**src/verilog/odad_pkg.sv**
```systemverilog
/*
  odad_pkg: shared constants and types for the data operand address decoder:
  register offsets, reset values, field positions and the decode result carrier.
  Assumes one 100 MHz clock and a 32-bit Avalon-MM register bus.
*/
package odad_pkg;

  // register byte offsets on the Avalon-MM slave
  localparam logic [4:0] OFS_CTRL    = 5'h00;
  localparam logic [4:0] OFS_PTR0    = 5'h04;
  localparam logic [4:0] OFS_PTR1    = 5'h08;
  localparam logic [4:0] OFS_PTR2    = 5'h0C;
  localparam logic [4:0] OFS_BANK    = 5'h10;
  localparam logic [4:0] OFS_WORD    = 5'h14;
  localparam logic [4:0] OFS_RESULT  = 5'h18;

  // values after reset
  localparam logic        RST_EXT    = 1'h0;
  localparam logic [11:0] RST_PTR    = 12'h000;
  localparam logic [3:0]  RST_BANK   = 4'h0;
  localparam logic [15:0] RST_WORD   = 16'h0000;

  // access bank split and the upper access region
  localparam logic [7:0]  ACC_SPLIT  = 8'h60;
  localparam logic [3:0]  ACC_HI_BANK = 4'hF;
  localparam logic [3:0]  ACC_LO_BANK = 4'h0;

  // program word fields
  localparam int CLS_MSB   = 15;
  localparam int CLS_LSB   = 14;
  localparam int ACC_BIT   = 8;
  localparam int OPI_MSB   = 13;
  localparam int OPI_LSB   = 8;
  localparam int EXT_MSB   = 13;
  localparam int EXT_LSB   = 11;
  localparam int INH_COUNT = 24;   // valid inherent/literal opcode indices

  // pointer-access operand addresses (indirect through pointers 0, 1, 2)
  localparam logic [11:0] IND0_ADDR = 12'hFEF;
  localparam logic [11:0] IND1_ADDR = 12'hFE7;
  localparam logic [11:0] IND2_ADDR = 12'hFDF;

  // result register field positions
  localparam int RES_ADDR_LSB = 0;
  localparam int RES_MODE_LSB = 12;
  localparam int RES_NOP_BIT  = 15;
  localparam int RES_EXT_LSB  = 16;
  localparam int RES_EXTV_BIT = 19;

  typedef enum logic [1:0] {
    CLS_INHERENT,
    CLS_BYTE,
    CLS_BIT,
    CLS_EXTENDED
  } odad_class_t;

  typedef enum logic [2:0] {
    MODE_NONE,
    MODE_ACCESS,
    MODE_BANKED,
    MODE_INDEXED,
    MODE_INDIRECT
  } odad_mode_t;

  // one decode outcome
  typedef struct packed {
    logic [11:0] addr;
    odad_mode_t  mode;
    logic        nop;
    logic [2:0]  ext_op;
    logic        ext_valid;
  } odad_result_t;

  // operating context of the decoder
  typedef struct packed {
    logic        ext_en;
    logic [11:0] ptr0;
    logic [11:0] ptr1;
    logic [11:0] ptr2;
    logic [3:0]  bank;
  } odad_ctx_t;

endpackage : odad_pkg

```
**src/verilog/odad_decode.sv**
```systemverilog
/*
  odad_decode: combinational operand decode of one program word.
  Assumes the caller registers the result; no state is held here.
*/
module odad_decode (
  input  wire logic [15:0]           word,
  input  wire odad_pkg::odad_ctx_t   ctx,
  output odad_pkg::odad_result_t     res
);

  // pointer-access operand addresses resolve to the pointer value itself
  function automatic logic [11:0] resolve(input logic [11:0] a,
                                          input odad_pkg::odad_ctx_t c);
    if (a == odad_pkg::IND0_ADDR) begin
      resolve = c.ptr0;
    end else if (a == odad_pkg::IND1_ADDR) begin
      resolve = c.ptr1;
    end else if (a == odad_pkg::IND2_ADDR) begin
      resolve = c.ptr2;
    end else begin
      resolve = a;
    end
  endfunction : resolve

  odad_pkg::odad_class_t cls;
  logic [7:0]            f;
  logic                  a_bit;
  logic [11:0]           direct;

  assign cls   = odad_pkg::odad_class_t'(word[odad_pkg::CLS_MSB:odad_pkg::CLS_LSB]);
  assign f     = word[7:0];
  assign a_bit = word[odad_pkg::ACC_BIT];

  // address mode selection; only byte and bit classes touch memory
  always_comb begin
    res        = '0;
    res.mode   = odad_pkg::MODE_NONE;
    direct     = '0;
    unique case (cls)
      odad_pkg::CLS_BYTE, odad_pkg::CLS_BIT: begin
        if (a_bit) begin
          direct   = {ctx.bank, f};
          res.mode = odad_pkg::MODE_BANKED;
        end else if (ctx.ext_en && f < odad_pkg::ACC_SPLIT) begin
          res.addr = ctx.ptr2 + {4'h0, f};
          res.mode = odad_pkg::MODE_INDEXED;
        end else if (f < odad_pkg::ACC_SPLIT) begin
          direct   = {odad_pkg::ACC_LO_BANK, f};
          res.mode = odad_pkg::MODE_ACCESS;
        end else begin
          // access bank from the 0x60 split up; same with or without extension
          direct   = {(f[7] ? odad_pkg::ACC_HI_BANK : odad_pkg::ACC_LO_BANK), f};
          res.mode = odad_pkg::MODE_ACCESS;
        end
        if (res.mode != odad_pkg::MODE_INDEXED) begin
          // indirect through any pointer is untouched by the extension
          res.addr = resolve(direct, ctx);
          if (res.addr != direct) begin
            res.mode = odad_pkg::MODE_INDIRECT;
          end
        end
      end
      odad_pkg::CLS_INHERENT: begin
        // inherent and literal words ignore the extension bit entirely
        res.nop = (word[odad_pkg::OPI_MSB:odad_pkg::OPI_LSB]
                   >= 6'(odad_pkg::INH_COUNT));
      end
      odad_pkg::CLS_EXTENDED: begin
        res.ext_op    = word[odad_pkg::EXT_MSB:odad_pkg::EXT_LSB];
        res.ext_valid = ctx.ext_en;
        res.nop       = !ctx.ext_en;
      end
    endcase
  end

endmodule : odad_decode

```
**src/verilog/odad_top.sv**
```systemverilog
/*
  odad_top: data operand address decoder with its Avalon-MM register slave.
  Software loads the context (extension enable, pointers, bank) and a program
  word; the decode outcome is latched into a readable result register.
  Assumes a single 100 MHz clock mclk and synchronous active-high reset rst.
*/
// Decided for this implementation: the register offsets and the Avalon-MM register port.
module odad_top (
  input  wire logic        mclk,
  input  wire logic        rst,
  input  wire logic [4:0]  address,
  input  wire logic        read,
  input  wire logic        write,
  input  wire logic [31:0] writedata,
  input  wire logic [3:0]  byteenable,
  output logic [31:0]      readdata,
  output logic             waitrequest
);

  odad_pkg::odad_ctx_t    ctx_q;
  logic [15:0]            word_q;
  odad_pkg::odad_result_t res_q;
  odad_pkg::odad_result_t res_d;
  logic                   ack_q;
  logic [31:0]            rdata_q;
  logic                   wr_take;
  logic [31:0]            wmask;
  logic [31:0]            wmdata;

  // one wait state per request keeps the read mux off the bus path
  assign waitrequest = (read | write) & ~ack_q;
  assign wr_take     = write & ack_q;
  assign readdata    = rdata_q;

  // expands byte enables to a write mask
  function automatic logic [31:0] be_mask(input logic [3:0] be);
    be_mask = {{8{be[3]}}, {8{be[2]}}, {8{be[1]}}, {8{be[0]}}};
  endfunction : be_mask

  // lane mask and masked write data, shared by every register update
  assign wmask  = be_mask(byteenable);
  assign wmdata = writedata & wmask;

  // handshake phase: ack toggles so each request costs two edges
  always_ff @(posedge mclk) begin
    if (rst) begin
      ack_q <= 1'b0;
    end else begin
      ack_q <= (read | write) & ~ack_q;
    end
  end

  // context registers written by software steer the decoder
  always_ff @(posedge mclk) begin
    if (rst) begin
      ctx_q.ext_en <= odad_pkg::RST_EXT;
      ctx_q.ptr0   <= odad_pkg::RST_PTR;
      ctx_q.ptr1   <= odad_pkg::RST_PTR;
      ctx_q.ptr2   <= odad_pkg::RST_PTR;
      ctx_q.bank   <= odad_pkg::RST_BANK;
    end else if (wr_take) begin
      unique case (address)
        odad_pkg::OFS_CTRL: ctx_q.ext_en <= (ctx_q.ext_en & ~wmask[0]) | wmdata[0];
        odad_pkg::OFS_PTR0: ctx_q.ptr0 <= (ctx_q.ptr0 & ~wmask[11:0]) | wmdata[11:0];
        odad_pkg::OFS_PTR1: ctx_q.ptr1 <= (ctx_q.ptr1 & ~wmask[11:0]) | wmdata[11:0];
        odad_pkg::OFS_PTR2: ctx_q.ptr2 <= (ctx_q.ptr2 & ~wmask[11:0]) | wmdata[11:0];
        odad_pkg::OFS_BANK: ctx_q.bank <= (ctx_q.bank & ~wmask[3:0]) | wmdata[3:0];
        default: ;
      endcase
    end
  end

  // program word register; writing it starts a decode
  always_ff @(posedge mclk) begin
    if (rst) begin
      word_q <= odad_pkg::RST_WORD;
    end else if (wr_take && address == odad_pkg::OFS_WORD) begin
      word_q <= (word_q & ~wmask[15:0]) | wmdata[15:0];
    end
  end

  odad_decode u_decode (
    .word (word_q),
    .ctx  (ctx_q),
    .res  (res_d)
  );

  // result follows the decoder one edge later so a read sees a settled value
  always_ff @(posedge mclk) begin
    if (rst) begin
      res_q <= '0;
    end else begin
      res_q <= res_d;
    end
  end

  // read data captured in the wait cycle, stands at the completing edge
  always_ff @(posedge mclk) begin
    if (rst) begin
      rdata_q <= '0;
    end else if (read & ~ack_q) begin
      unique case (address)
        odad_pkg::OFS_CTRL:   rdata_q <= {31'h0, ctx_q.ext_en};
        odad_pkg::OFS_PTR0:   rdata_q <= {20'h0, ctx_q.ptr0};
        odad_pkg::OFS_PTR1:   rdata_q <= {20'h0, ctx_q.ptr1};
        odad_pkg::OFS_PTR2:   rdata_q <= {20'h0, ctx_q.ptr2};
        odad_pkg::OFS_BANK:   rdata_q <= {28'h0, ctx_q.bank};
        odad_pkg::OFS_WORD:   rdata_q <= {16'h0, word_q};
        odad_pkg::OFS_RESULT: rdata_q <= {12'h0, res_q.ext_valid, res_q.ext_op,
                                          res_q.nop, res_q.mode, res_q.addr};
        default:              rdata_q <= '0;   // unmapped reads as zero
      endcase
    end
  end

endmodule : odad_top

```
**config.mk**
```make
export PLATFORM = sky130hd
export DESIGN_NAME = odad_top
export DESIGN_NICKNAME = d
export VERILOG_FILES = /design/src/verilog/odad_pkg.sv /design/src/verilog/odad_decode.sv /design/src/verilog/odad_top.sv
export SDC_FILE = /design/constraint.sdc
export NUM_CORES = 1
export LEC_CHECK = 0
export ABC_CLOCK_PERIOD_IN_PS = 2100
export BUFFER_PORTS_ARGS = -buffer_cell sky130_fd_sc_hd__buf_2
export CORE_ASPECT_RATIO = 1.25
export CORE_MARGIN = 3
export CORE_UTILIZATION = 35
export CTS_CLUSTER_DIAMETER = 200
export CTS_CLUSTER_SIZE = 40
export DETAILED_ROUTE_END_ITERATION = 10
export SLEW_MARGIN = 20
export SYNTH_ARGS = -nofsm -noshare
export SYNTH_HDL_FRONTEND = slang
export SYNTH_SLANG_ARGS = --single-unit
```
**constraint.sdc**
```tcl
create_clock -name mclk -period 2.1 [get_ports mclk]
set_clock_uncertainty 0.15 [all_clocks]
set_input_delay 0.21 -clock mclk [delete_from_list [all_inputs] [get_ports mclk]]
set_output_delay 0.21 -clock mclk [all_outputs]
set_load 0.1 [all_outputs]
```
# After elaboration in Yosys (flattened, before gate mapping)

Cells that the tools add are included.

Output and inout port bits: 33
Flip-flop bits (word level): 110
Word-level logic and storage cells: 86
Input port bits: 45

Bitwise gates (word level): 24
Reduce and logical (&&, ||, !) cells: 13
Equal/unequal tests: 14
Add/sub/neg operators: 1
Magnitude comparators: 2
Muxes and demuxes: 19

Operator list:

| operator                                                                             | number |
|---|---|
| 20-bit case mux with 7 select lines                                                  | 1 |
| 12-bit 2-to-1 mux                                                                    | 11 |
| 12-bit bitwise AND                                                                   | 3 |
| 12-bit equality test (second input constant)                                         | 3 |
| 12-bit bitwise OR                                                                    | 3 |
| 16-bit bitwise AND                                                                   | 2 |
| 16-bit inverter                                                                      | 1 |
| 16-bit bitwise OR                                                                    | 1 |
| 5-bit equality test (second input constant)                                          | 3 |
| 15-bit 2-to-1 mux                                                                    | 1 |
| 12-bit by 8-bit adder with 12-bit output                                             | 1 |
| 12-bit != test                                                                       | 1 |
| 12-bit inverter                                                                      | 1 |
| 5-bit by 4-bit equality test with 1-bit output (second input constant)               | 2 |
| 2-bit AND reduction                                                                  | 5 |
| 3-bit 2-to-1 mux                                                                     | 3 |
| 8-bit by 7-bit less-than comparator with 1-bit output (second input constant)        | 1 |
| 6-bit by 5-bit greater-or-equal comparator with 1-bit output (second input constant) | 1 |
| 2-bit OR reduction                                                                   | 3 |
| 5-bit by 3-bit equality test with 1-bit output (second input constant)               | 1 |
| 5-bit logical NOT                                                                    | 1 |
| 1-bit bitwise AND                                                                    | 4 |
| 4-bit bitwise AND                                                                    | 1 |
| 2-bit equality test (second input constant)                                          | 2 |
| other kinds (12)                                                                     | 17 |

# Longest topological paths before layout

Gate-level depths: netlist of the first run.

Depth in word-level cells: 14
Gate-level depth with buffers: 8
Mapped depth without buffers: 8

# Modules after synthesis

A second synthesis of the first run with hierarchy kept.

Cells, all modules: 642
Area total of the unflattened synthesis: 5422.7 µm²

By module, submodules not included:

| module      | seq. area each (µm²) | area each (µm²) | instances | cells each |
|---|---|---|---|---|
| odad_top    | 1961.9               | 4116.4          | 1         | 447 |
| odad_decode | 0.0                  | 1306.3          | 1         | 195 |

# Least setup slack after synthesis of the first run

No wires, ideal clock.

Kind: register to register
Start point: reg (tool-made name)
End point: reg res_q[18] (netlist bit)
Library setup time: 0.125 ns
Buffers on the path: 0
Data required time: 1.825 ns
Setup slack: -0.088 ns
Stages on the path, launching flop included: 9
Clock period less this slack: 2.188 ns
Data arrival time: 1.913 ns
Cell sequence: dfxtp_1 -> ha_1 -> fa_1 -> a21o_1 -> a21oi_1 -> o21ai_0 -> a21oi_1 -> mux2i_1 -> nand3_1

RTL lines:

| what                 | RTL line       | source |
|---|---|---|
| to (signal assigned) | odad_top.sv:93 | `res_q <= res_d;` |
| to (decl)            | odad_top.sv:22 | `odad_pkg::odad_result_t res_q;` |

==> results.toml, run 1 <==
[worst_setup_path]
cp-start-kind = "flop"
r2r_cells = 8
critical_path_arrival_ps = 2160
cp.required_ps = 2180
crit_path_end_kind = "flop"
timing.reg2reg.setup_slack_ps = 20
r2r-end = "res_q[18]$_SDFF_PP0_"
crit_type = "reg -> reg"
cp_max_fo = 3

[logic_synthesis]
synth.distinct_cells = 64
synth_compound_area_frac = 0.174
yosys_warnings = 0
synth_top_family_by_area = "simple AND/OR/NAND/NOR gates"
ys_ff_latch = 98
yosys.area_share.simple = 0.207
synth_adder_area_share = 0.0278
synth_flop_cell = "dfxtp_1"
synth_common_cells = "dfxtp_1 (98), nor2_1 (89), mux2i_1 (68)"
synthMuxAreaShare = 0.148
synth-edff-count = 0
netlist_area_um2 = 5220
synth.most_common_cell = "dfxtp_1"
async_flop_share = 0
yosysTopAreaCell = "dfxtp_1"
ys_seq_area_frac = 0.376
synth_area_leaders = "dfxtp_1 (38%), mux2i_1 (13%), nor2_1 (6.4%)"
syn_avg_cell_area_um2 = 8.64
syn_inst = 604
yosys.area.top_type_share = 0.376
synth-xor-area-share = 0.0151

[hold_path]
hold_path.class = "in -> reg"
hp-start = "writedata[6]"
hold_path_depth = 3

[sta]
grt_setup_unrepaired = "true"
max_slew_margin = 0.465
hold_viol_final = 0
fin_crit_sh = 0.990
period_minus_slack_ps = 2080
finalSetupViolCount = 0
drv_slew = 0
fmaxAchievable_mhz = 481
tightest_slew_ps = 802

[global_route]
gr-usage-met3 = 0.0311
overflow = 0
grt_first_pass_wirelength_um = 26500
grt_pass1_vias = 4988
grtUsageMet1 = 0.251
busiest_layer = "met2"
grt_max_degree = 81
antenna_found_initial = 0
grtUsageMet2 = 0.367
track_usage = 0.209

[power]
power.switching_mw = 1.03
p_int_mw = 2.76
combPwrFrac = 0.075
sequentialPowerShare = 0.491
clkPwrFrac = 0.434
switching_share = 0.272
p_leak_nw = 2.67
power.density_nw_per_um2 = 576
vdd_drop_max_uv = 344

[floorplanning]
die_w_um = 115
rows = 49
initial_core_util = 0.361
ios = 78
die_y_um = 143
core-area_um2 = 14500
dieArea_um2 = 16400

[placement]
gp_congestion = 0.931
port_buffers = 47
hpwl_um = 13200
place_area_um2 = 6090
dpl.cell_count = 870

[drt]
drcViolationCount = 0
first_iter_violations = 384
final_antenna_net_count = 0
wl_um = 17000
via_count = 4934
viasPerCell = 5.51
wl_per_cell_um = 19.0
dr.pass1.iters = 5

[clock_network]
clkSinkCount = 98
clk_pin_slew_ps = 70
insertion_delay_ps = 360
cts_tree = "built"
h-tree-depth = 3
cts-root-buf = "clkbuf_16"
clk_path_buf_depth = 2
cts_inserted_buffers = 9

[final_layout]
diodes = 0
drive_above_1_share = 0.276
num-fill-cells = 1416
final_nets = 768
layout.cells.non_filler = 895
finish.instance_area_um2 = 6570
area_delta_synth_final_pct = 26.0

[status]
status = "completed"

[job]
drv_cap = 0
final cells by class:
class                           count  area [µm²]  share of cell area
Tap cell                          178         223              0.0339
Sequential cell                    98        1980               0.301
Timing Repair Buffer              131         906               0.138
Inverter                           11        41.3             0.00628
Clock buffer                        9         225              0.0343
Clock inverter                      7        67.6              0.0103
Multi-Input combinational cell    461        3130               0.477
worst max-delay path by stage:
stage	slack, ps	endpoint
floorplan	30	res_q[18]$_SDFF_PP0_
global route	-110	res_q[18]$_SDFF_PP0_
finish	20	res_q[18]$_SDFF_PP0_
detailed placement	-140	res_q[18]$_SDFF_PP0_
CTS	-7	res_q[18]$_SDFF_PP0_
global placement	-90	res_q[18]$_SDFF_PP0_
power groups by stage:
stage / Sequential [mW] / Combinational [mW] / Clock, mW
2_1_floorplan: 1.91 / 0.216 / 0
3_3_place_gp: 1.91 / 0.272 / 0
3_5_place_dp: 1.91 / 0.274 / 0
4_1_cts: 1.86 / 0.283 / 1.67
5_1_grt: 1.86 / 0.301 / 1.74
6_report: 1.86 / 0.284 / 1.64
per-stage QoR:
step / power (mW) / utilization / TNS (ps) / setup slack (ps) / hold WS (ps)
floorplan: 2.12 / - / 0 / 29.9 / 204
global placement: 2.18 / 0.421 / -365 / -91.2 / 290
detailed placement: 2.18 / 0.421 / -590 / -137 / 296
CTS: 3.82 / 0.449 / -6.76 / -6.76 / 5.20
global route: 3.91 / 0.454 / -265 / -111 / 1.23
finish: 3.79 / 0.454 / 0 / 21.6 / 4.38
critical path, stage by stage, from the launching register on:
cell	delay, ps
dfxtp_2	340
ha_4	160
fa_2	340
a21o_1	200
a21oi_2	190
o21ai_1	90
a21oi_2	200
mux2i_1	200
nand3_1	90
kinds of logic (layout without fill, tap and decap cells):
kind of cell	Yosys count	after routing
AND/OR/NAND/NOR	216	216
AO/OA/AOI/OAI	137	137
flip-flops	98	98
multiplexers	76	76
buffers and inverters	56	158
adder cells (fa/ha/maj)	11	11
XOR/XNOR	9	9
other	1	12
cells in the final DEF (no fill, tap or decap), types with 5 or more instances in the layout:
cell	n
xnor2_1	6
a22oi_1	22
nand2b_1	8
and2_1	6
a21oi_2	5
o21ai_0	25
dfxtp_1	91
mux2i_1	68
buf_4	76
nand4_1	8
conb_1	12
a21oi_1	30
inv_1	11
mux2_2	8
clkbuf_16	9
nand3_1	17
o22ai_1	11
a21o_1	5
nor2_1	89
ha_1	8
buf_2	47
nor3_1	11
dlygate4sd3_1	6
nand2_1	39
layer usage:
metal,vias up,part of all wire
li1,2362,-
met5,-,0
met1,2374,0.40
met2,163,0.52
met4,0,0.033
met3,35,0.049
what timing repair did:
action,in CTS,in global routing
buffers inserted,2,1
hold endpoints to repair,7,0
pin swaps,14,9
resized for setup,16,17
gates cloned,0,0
setup endpoints to repair,7,12
hold buffers,6,0
Note: power is estimated with default switching activity, not from simulation.
==> inputs of run 2 (changes only) <==
--- a/config.mk
+++ b/config.mk
@@ -5,7 +5,7 @@
 export SDC_FILE = /design/constraint.sdc
 export NUM_CORES = 1
 export LEC_CHECK = 0
-export ABC_CLOCK_PERIOD_IN_PS = 2100
+export ABC_CLOCK_PERIOD_IN_PS = 2680
 export BUFFER_PORTS_ARGS = -buffer_cell sky130_fd_sc_hd__buf_2
 export CORE_ASPECT_RATIO = 1.25
 export CORE_MARGIN = 3
==> constraint.sdc (replaced) <==
create_clock -name mclk -period 2.68 [get_ports mclk]
set_clock_uncertainty 0.15 [all_clocks]
set_input_delay 0.268 -clock mclk [delete_from_list [all_inputs] [get_ports mclk]]
set_output_delay 0.268 -clock mclk [all_outputs]
set_load 0.1 [all_outputs]
==> run 2 against run 1 <==
- global-route usage fell by 1.3 points
- count of clock-buffer cells in the layout rose by 2
- first-iteration DRC count fell by 0.52%
- worst hold slack improved by 11 ps
- sequential share of layout area rose by 2.4 points
- combinational power fell by 23%
- die area did not move
- largest cell class unchanged
==> results.toml, run 2 (synthesized netlist as in run 1, its figures left out) <==
[status]
status = "completed"

[power]
power.density_nw_per_um2 = 502
vdd_drop_max_uv = 281
p_leak_nw = 2.38
total_power_mw = 3.03

[drt]
via_count = 4715
drcViolationCount = 0
viasPerCell = 5.62
first_iter_violations = 382
wl_um = 16200
dr.pass1.iters = 5
wl_per_cell_um = 19.3
final_antenna_net_count = 0

[job]
drv_cap = 0

[sta]
fmaxAchievable_mhz = 405
fin_crit_sh = 0.920
hold_ws_ps = 15.0
fin_setup_tns_ps = 0
tightest_slew_ps = 850
finalSetupViolCount = 0
grt_setup_unrepaired = "false"
drv_slew = 0
hold_viol_final = 0
max_slew_margin = 0.433
period_minus_slack_ps = 2470

[clock_network]
cts-root-buf = "clkbuf_16"
clkSinkCount = 98
h-tree-depth = 3
insertion_delay_ps = 350
cts_inserted_buffers = 9
post_cts_buffers = 0
cts_tree = "built"
clk_path_buf_depth = 2
clk_pin_slew_ps = 70

[worst_setup_path]
critical_path_arrival_ps = 2550
worst_path_most_repeated_cell = "a21oi_1"
cp_max_fo = 5
crit_slowest_cell = "fa_1"
cp.required_ps = 2760
crit_chain = "ha_1, fa_1, a21o_1, a21oi_1, o21ai_0, a21oi_1, mux2i_1, nand3_1"
crit_path_end_kind = "flop"
critPathTopFamily = "compound AO/OA/AOI/OAI gates"
path_buf_inv = 0
crit_path_max_incr_delay_ps = 430
crit_type = "reg -> reg"
cp-start-kind = "flop"

[floorplanning]
die_y_um = 143
initial_core_util = 0.361
ios = 78
dieArea_um2 = 16400
core-area_um2 = 14500
rows = 49
die_w_um = 115

[placement]
dpl.cell_count = 821
port_buffers = 47
hpwl_um = 11700
gp_congestion = 0.911

[final_layout]
multi_input_area_um2 = 3040
layout.cells.non_filler = 839
diodes = 0
drive_above_1_share = 0.185
final_cell_mix = "dfxtp_1 (98), nor2_1 (89), mux2i_1 (68)"
num-fill-cells = 1448
final-seq-area_um2 = 1960
area_delta_synth_final_pct = 15.6
mostFrequentLayoutCell = "dfxtp_1"
final_nets = 712

[global_route]
grt_first_pass_wirelength_um = 24900
grt_max_degree = 81
track_usage = 0.196
antenna_found_initial = 0
grt_pass1_vias = 4558
overflow = 0

[hold_path]
hold_path.class = "in -> reg"
[run 2: cell count changes in the layout (fill, tap and decap cells not counted), moves of 3 or more]
cell           before  now
dlygate4sd3_1       6    2
o21ai_2             3    0
a21oi_2             5    2
o21ai_0            25   30
buf_4              76   26
a21oi_1            30   34
dfxtp_1            91   98
inv_8               3    0
dfxtp_2             4    0
dfxtp_4             3    0
[run 2: final timing paths]
check | start | end | slack (ps) | cells past startpoint
setup / recovery | flop | res_q[18]$_SDFF_PP0_ | 210 | 8
hold / removal | writedata[15] | flop | 20 | 3
setup reg to reg | flop | res_q[18]$_SDFF_PP0_ | 210 | 8
hold reg to reg | readdata[2]$_SDFFE_PP0P_ | readdata[2]$_SDFFE_PP0P_ | 300 | 2
[run 2: layout make-up]
class | instances | area share
clock buffer | 11 | 0.0419
clock inverter | 5 | 0.00996
inverter | 11 | 0.00685
multi-input combinational | 461 | 0.504
sequential | 98 | 0.325
tap | 178 | 0.0369
timing repair buffer | 75 | 0.0747
[run 2: worst min-delay path, stage by stage]
cell and delay [ps]:
buf_2 70, mux2i_1 50, nor2_1 80
[run 2: per-stage QoR]
| step | utilization | area (µm²) | setup slack, ps |
|---|---|---|---|
| after floorplan | - | 5260 | 492 |
| after global placement | 0.393 | 5690 | 274 |
| after detailed placement | 0.393 | 5690 | 242 |
| after CTS | 0.416 | 6020 | 222 |
| after global routing | 0.417 | 6030 | 103 |
| final | 0.417 | 6030 | 214 |
[run 2: report_power, final]
group          total, mW  internal [mW]  switching, mW
combinational      0.219         0.0416          0.178
sequential          1.46           1.46        0.00339
clock               1.35          0.778          0.571
[run 2: repair_timing]
action	in CTS	in global routing
endpoints found under the hold margin	2	0
hold buffers	2	0
resized for setup	0	0
[run 2: per-layer routing]
layer  GRT usage  vias to the layer above  part of all wire
li1            -                     2245                 -
met1       0.233                     2271              0.42
met2       0.336                      161              0.50
met3      0.0362                       38             0.052
met4       0.100                        0             0.035
met5           0                        -                 0
==> inputs of run 3 (changes only) <==
--- a/config.mk
+++ b/config.mk
@@ -13,6 +13,7 @@
 export CTS_CLUSTER_DIAMETER = 200
 export CTS_CLUSTER_SIZE = 40
 export DETAILED_ROUTE_END_ITERATION = 10
+export REMOVE_ABC_BUFFERS = 1
 export SLEW_MARGIN = 20
 export SYNTH_ARGS = -nofsm -noshare
 export SYNTH_HDL_FRONTEND = slang
==> run 3 against run 2 <==
- clock power fell by 11%
- sequential power hardly changed
- register-to-register slack worse by 30 ps
- first-iteration DRC count up 8.4%
- combinational power fell by 2%
- non-clock buffer count shrank 3
- flip-flop and latch count unchanged
- critical path type unchanged
- critical endpoint is now res_q[19]$_SDFF_PP0_
- largest cell class unchanged
- highest routed layer unchanged
==> results.toml, run 3 (synthesized netlist as in run 1, its figures left out) <==
[drt]
final_antenna_net_count = 0
first_iter_violations = 414
drcViolationCount = 0
viasPerCell = 5.57
via_count = 4652
wl_um = 15400
wl_per_cell_um = 18.5
dr.pass1.iters = 5

[floorplanning]
core-area_um2 = 14500
dieArea_um2 = 16400
ios = 78
initial_core_util = 0.361
die_w_um = 115
die_y_um = 143
rows = 49

[sta]
period_minus_slack_ps = 2500
fin_setup_tns_ps = 0
drv_slew = 0
finalSetupViolCount = 0
max_slew_margin = 0.231
grt_setup_unrepaired = "false"
hold_viol_final = 0
tightest_slew_ps = 1150
hold_ws_ps = 6.58
fmaxAchievable_mhz = 400
fin_crit_sh = 0.933

[clock_network]
clk_path_buf_depth = 2
cts_inserted_buffers = 9
cts_resized = 0
clkSinkCount = 98
cts_tree = "built"
cts-root-buf = "clkbuf_16"
insertion_delay_ps = 350
holdBufCountCts = 0
post_cts_buffers = 0
h-tree-depth = 3
clk_pin_slew_ps = 60

[power]
sequentialPowerShare = 0.509
vdd_drop_max_uv = 262
power.density_nw_per_um2 = 482
p_leak_nw = 2.35
combPwrFrac = 0.075
switching_share = 0.252
clkPwrFrac = 0.417
total_power_mw = 2.87
power.switching_uw = 724
p_int_mw = 2.15

[final_layout]
diodes = 0
final_nets = 709
finish.instance_area_um2 = 5960
final_cell_mix = "dfxtp_1 (98), nor2_1 (89), mux2i_1 (68)"
postLayoutCoreUtil = 0.412
drive_above_1_share = 0.183
area_delta_synth_final_pct = 14.2
mostFrequentLayoutCell = "dfxtp_1"
num-fill-cells = 1468

[global_route]
overflow = 0
antenna_found_initial = 0
track_usage = 0.194
grt_first_pass_wirelength_um = 25200
grt_pass1_vias = 4792
grt_max_degree = 59

[worst_setup_path]
crit_chain = "ha_1, a21o_1, a21o_1, a311oi_1, o21ai_0, xnor2_1, o22ai_1"
worst_path_most_repeated_cell = "a21o_1"
crit_path_end_kind = "flop"
path_buf_inv = 0
cp-start-kind = "flop"
r2r_cells = 7
critPathTopFamily = "compound AO/OA/AOI/OAI gates"
cp.required_ps = 2750
crit_path_max_incr_delay_ps = 550
crit_slowest_cell = "a311oi_1"
cp_max_fo = 7
crit_type = "reg -> reg"
cp_num_cells = 7
critical_path_arrival_ps = 2570

[placement]
gp_congestion = 0.951
hpwl_um = 11600
place_area_um2 = 5680
port_buffers = 47

[job]
drv_cap = 0

[hold_path]
hold_path_depth = 3
hold_path.class = "in -> reg"

[status]
status = "completed"
run 3: cell types whose count changed in the layout (fill, tap and decap cells not counted):
cell	before	now
a21oi_1	34	33
a21oi_2	2	3
buf_4	26	25
bufinv_16	1	0
clkbuf_1	0	1
clkbuf_8	2	1
clkinv_2	1	2
clkinvlp_4	1	0
dlygate4sd3_1	2	0
nor3_2	2	3
nor3_4	1	0
run 3: final timing paths:
kind / from / to / slack [ps]
min: writedata[14] / flop / 7
max reg2reg: flop / res_q[19]$_SDFF_PP0_ / 180
max: flop / res_q[19]$_SDFF_PP0_ / 180
min reg2reg: readdata[18]$_SDFFE_PP0P_ / readdata[18]$_SDFFE_PP0P_ / 300
run 3: area by class of cell:
type,instances,area (µm²),share of cell area
flip-flops and latches,98,1960,0.329
repair buffers,72,423,0.0710
inverters,11,41.3,0.00693
multi-input cells,461,3040,0.510
clock inverters,4,27.5,0.00462
clock buffers,11,243,0.0407
well taps,178,223,0.0374
run 3: worst reg2reg max path, delay by kind of cell (launching register included):
| family | cells | cell delay [ps] |
|---|---|---|
| flops | 1 | 470 |
| compound gates | 5 | 1260 |
| xor+xnor | 1 | 190 |
| fa+ha+maj | 1 | 290 |
run 3: metrics by stage:
stage / setup slack [ps] / instances
CTS: 136 / 835
global placement: 200 / 820
detailed placement: 177 / 820
floorplan: 319 / 570
global route: 61.1 / 835
finish: 180 / 835
run 3: power groups by stage:
| stage | Sequential [mW] | Clock, mW | Combinational, mW |
|---|---|---|---|
| 2_1_floorplan | 1.49 | 0 | 0.121 |
| 3_3_place_gp | 1.49 | 0 | 0.212 |
| 3_5_place_dp | 1.49 | 0 | 0.214 |
| 4_1_cts | 1.46 | 1.22 | 0.215 |
| 5_1_grt | 1.46 | 1.28 | 0.226 |
| 6_report | 1.46 | 1.20 | 0.214 |
run 3: routing by layer:
metal | vias to the layer above | GRT usage | part of all wire
met4 | 0 | 0.0803 | 0.031
met1 | 2204 | 0.230 | 0.41
li1 | 2251 | - | -
met5 | - | 0 | 0
met2 | 162 | 0.347 | 0.51
met3 | 35 | 0.0251 | 0.045
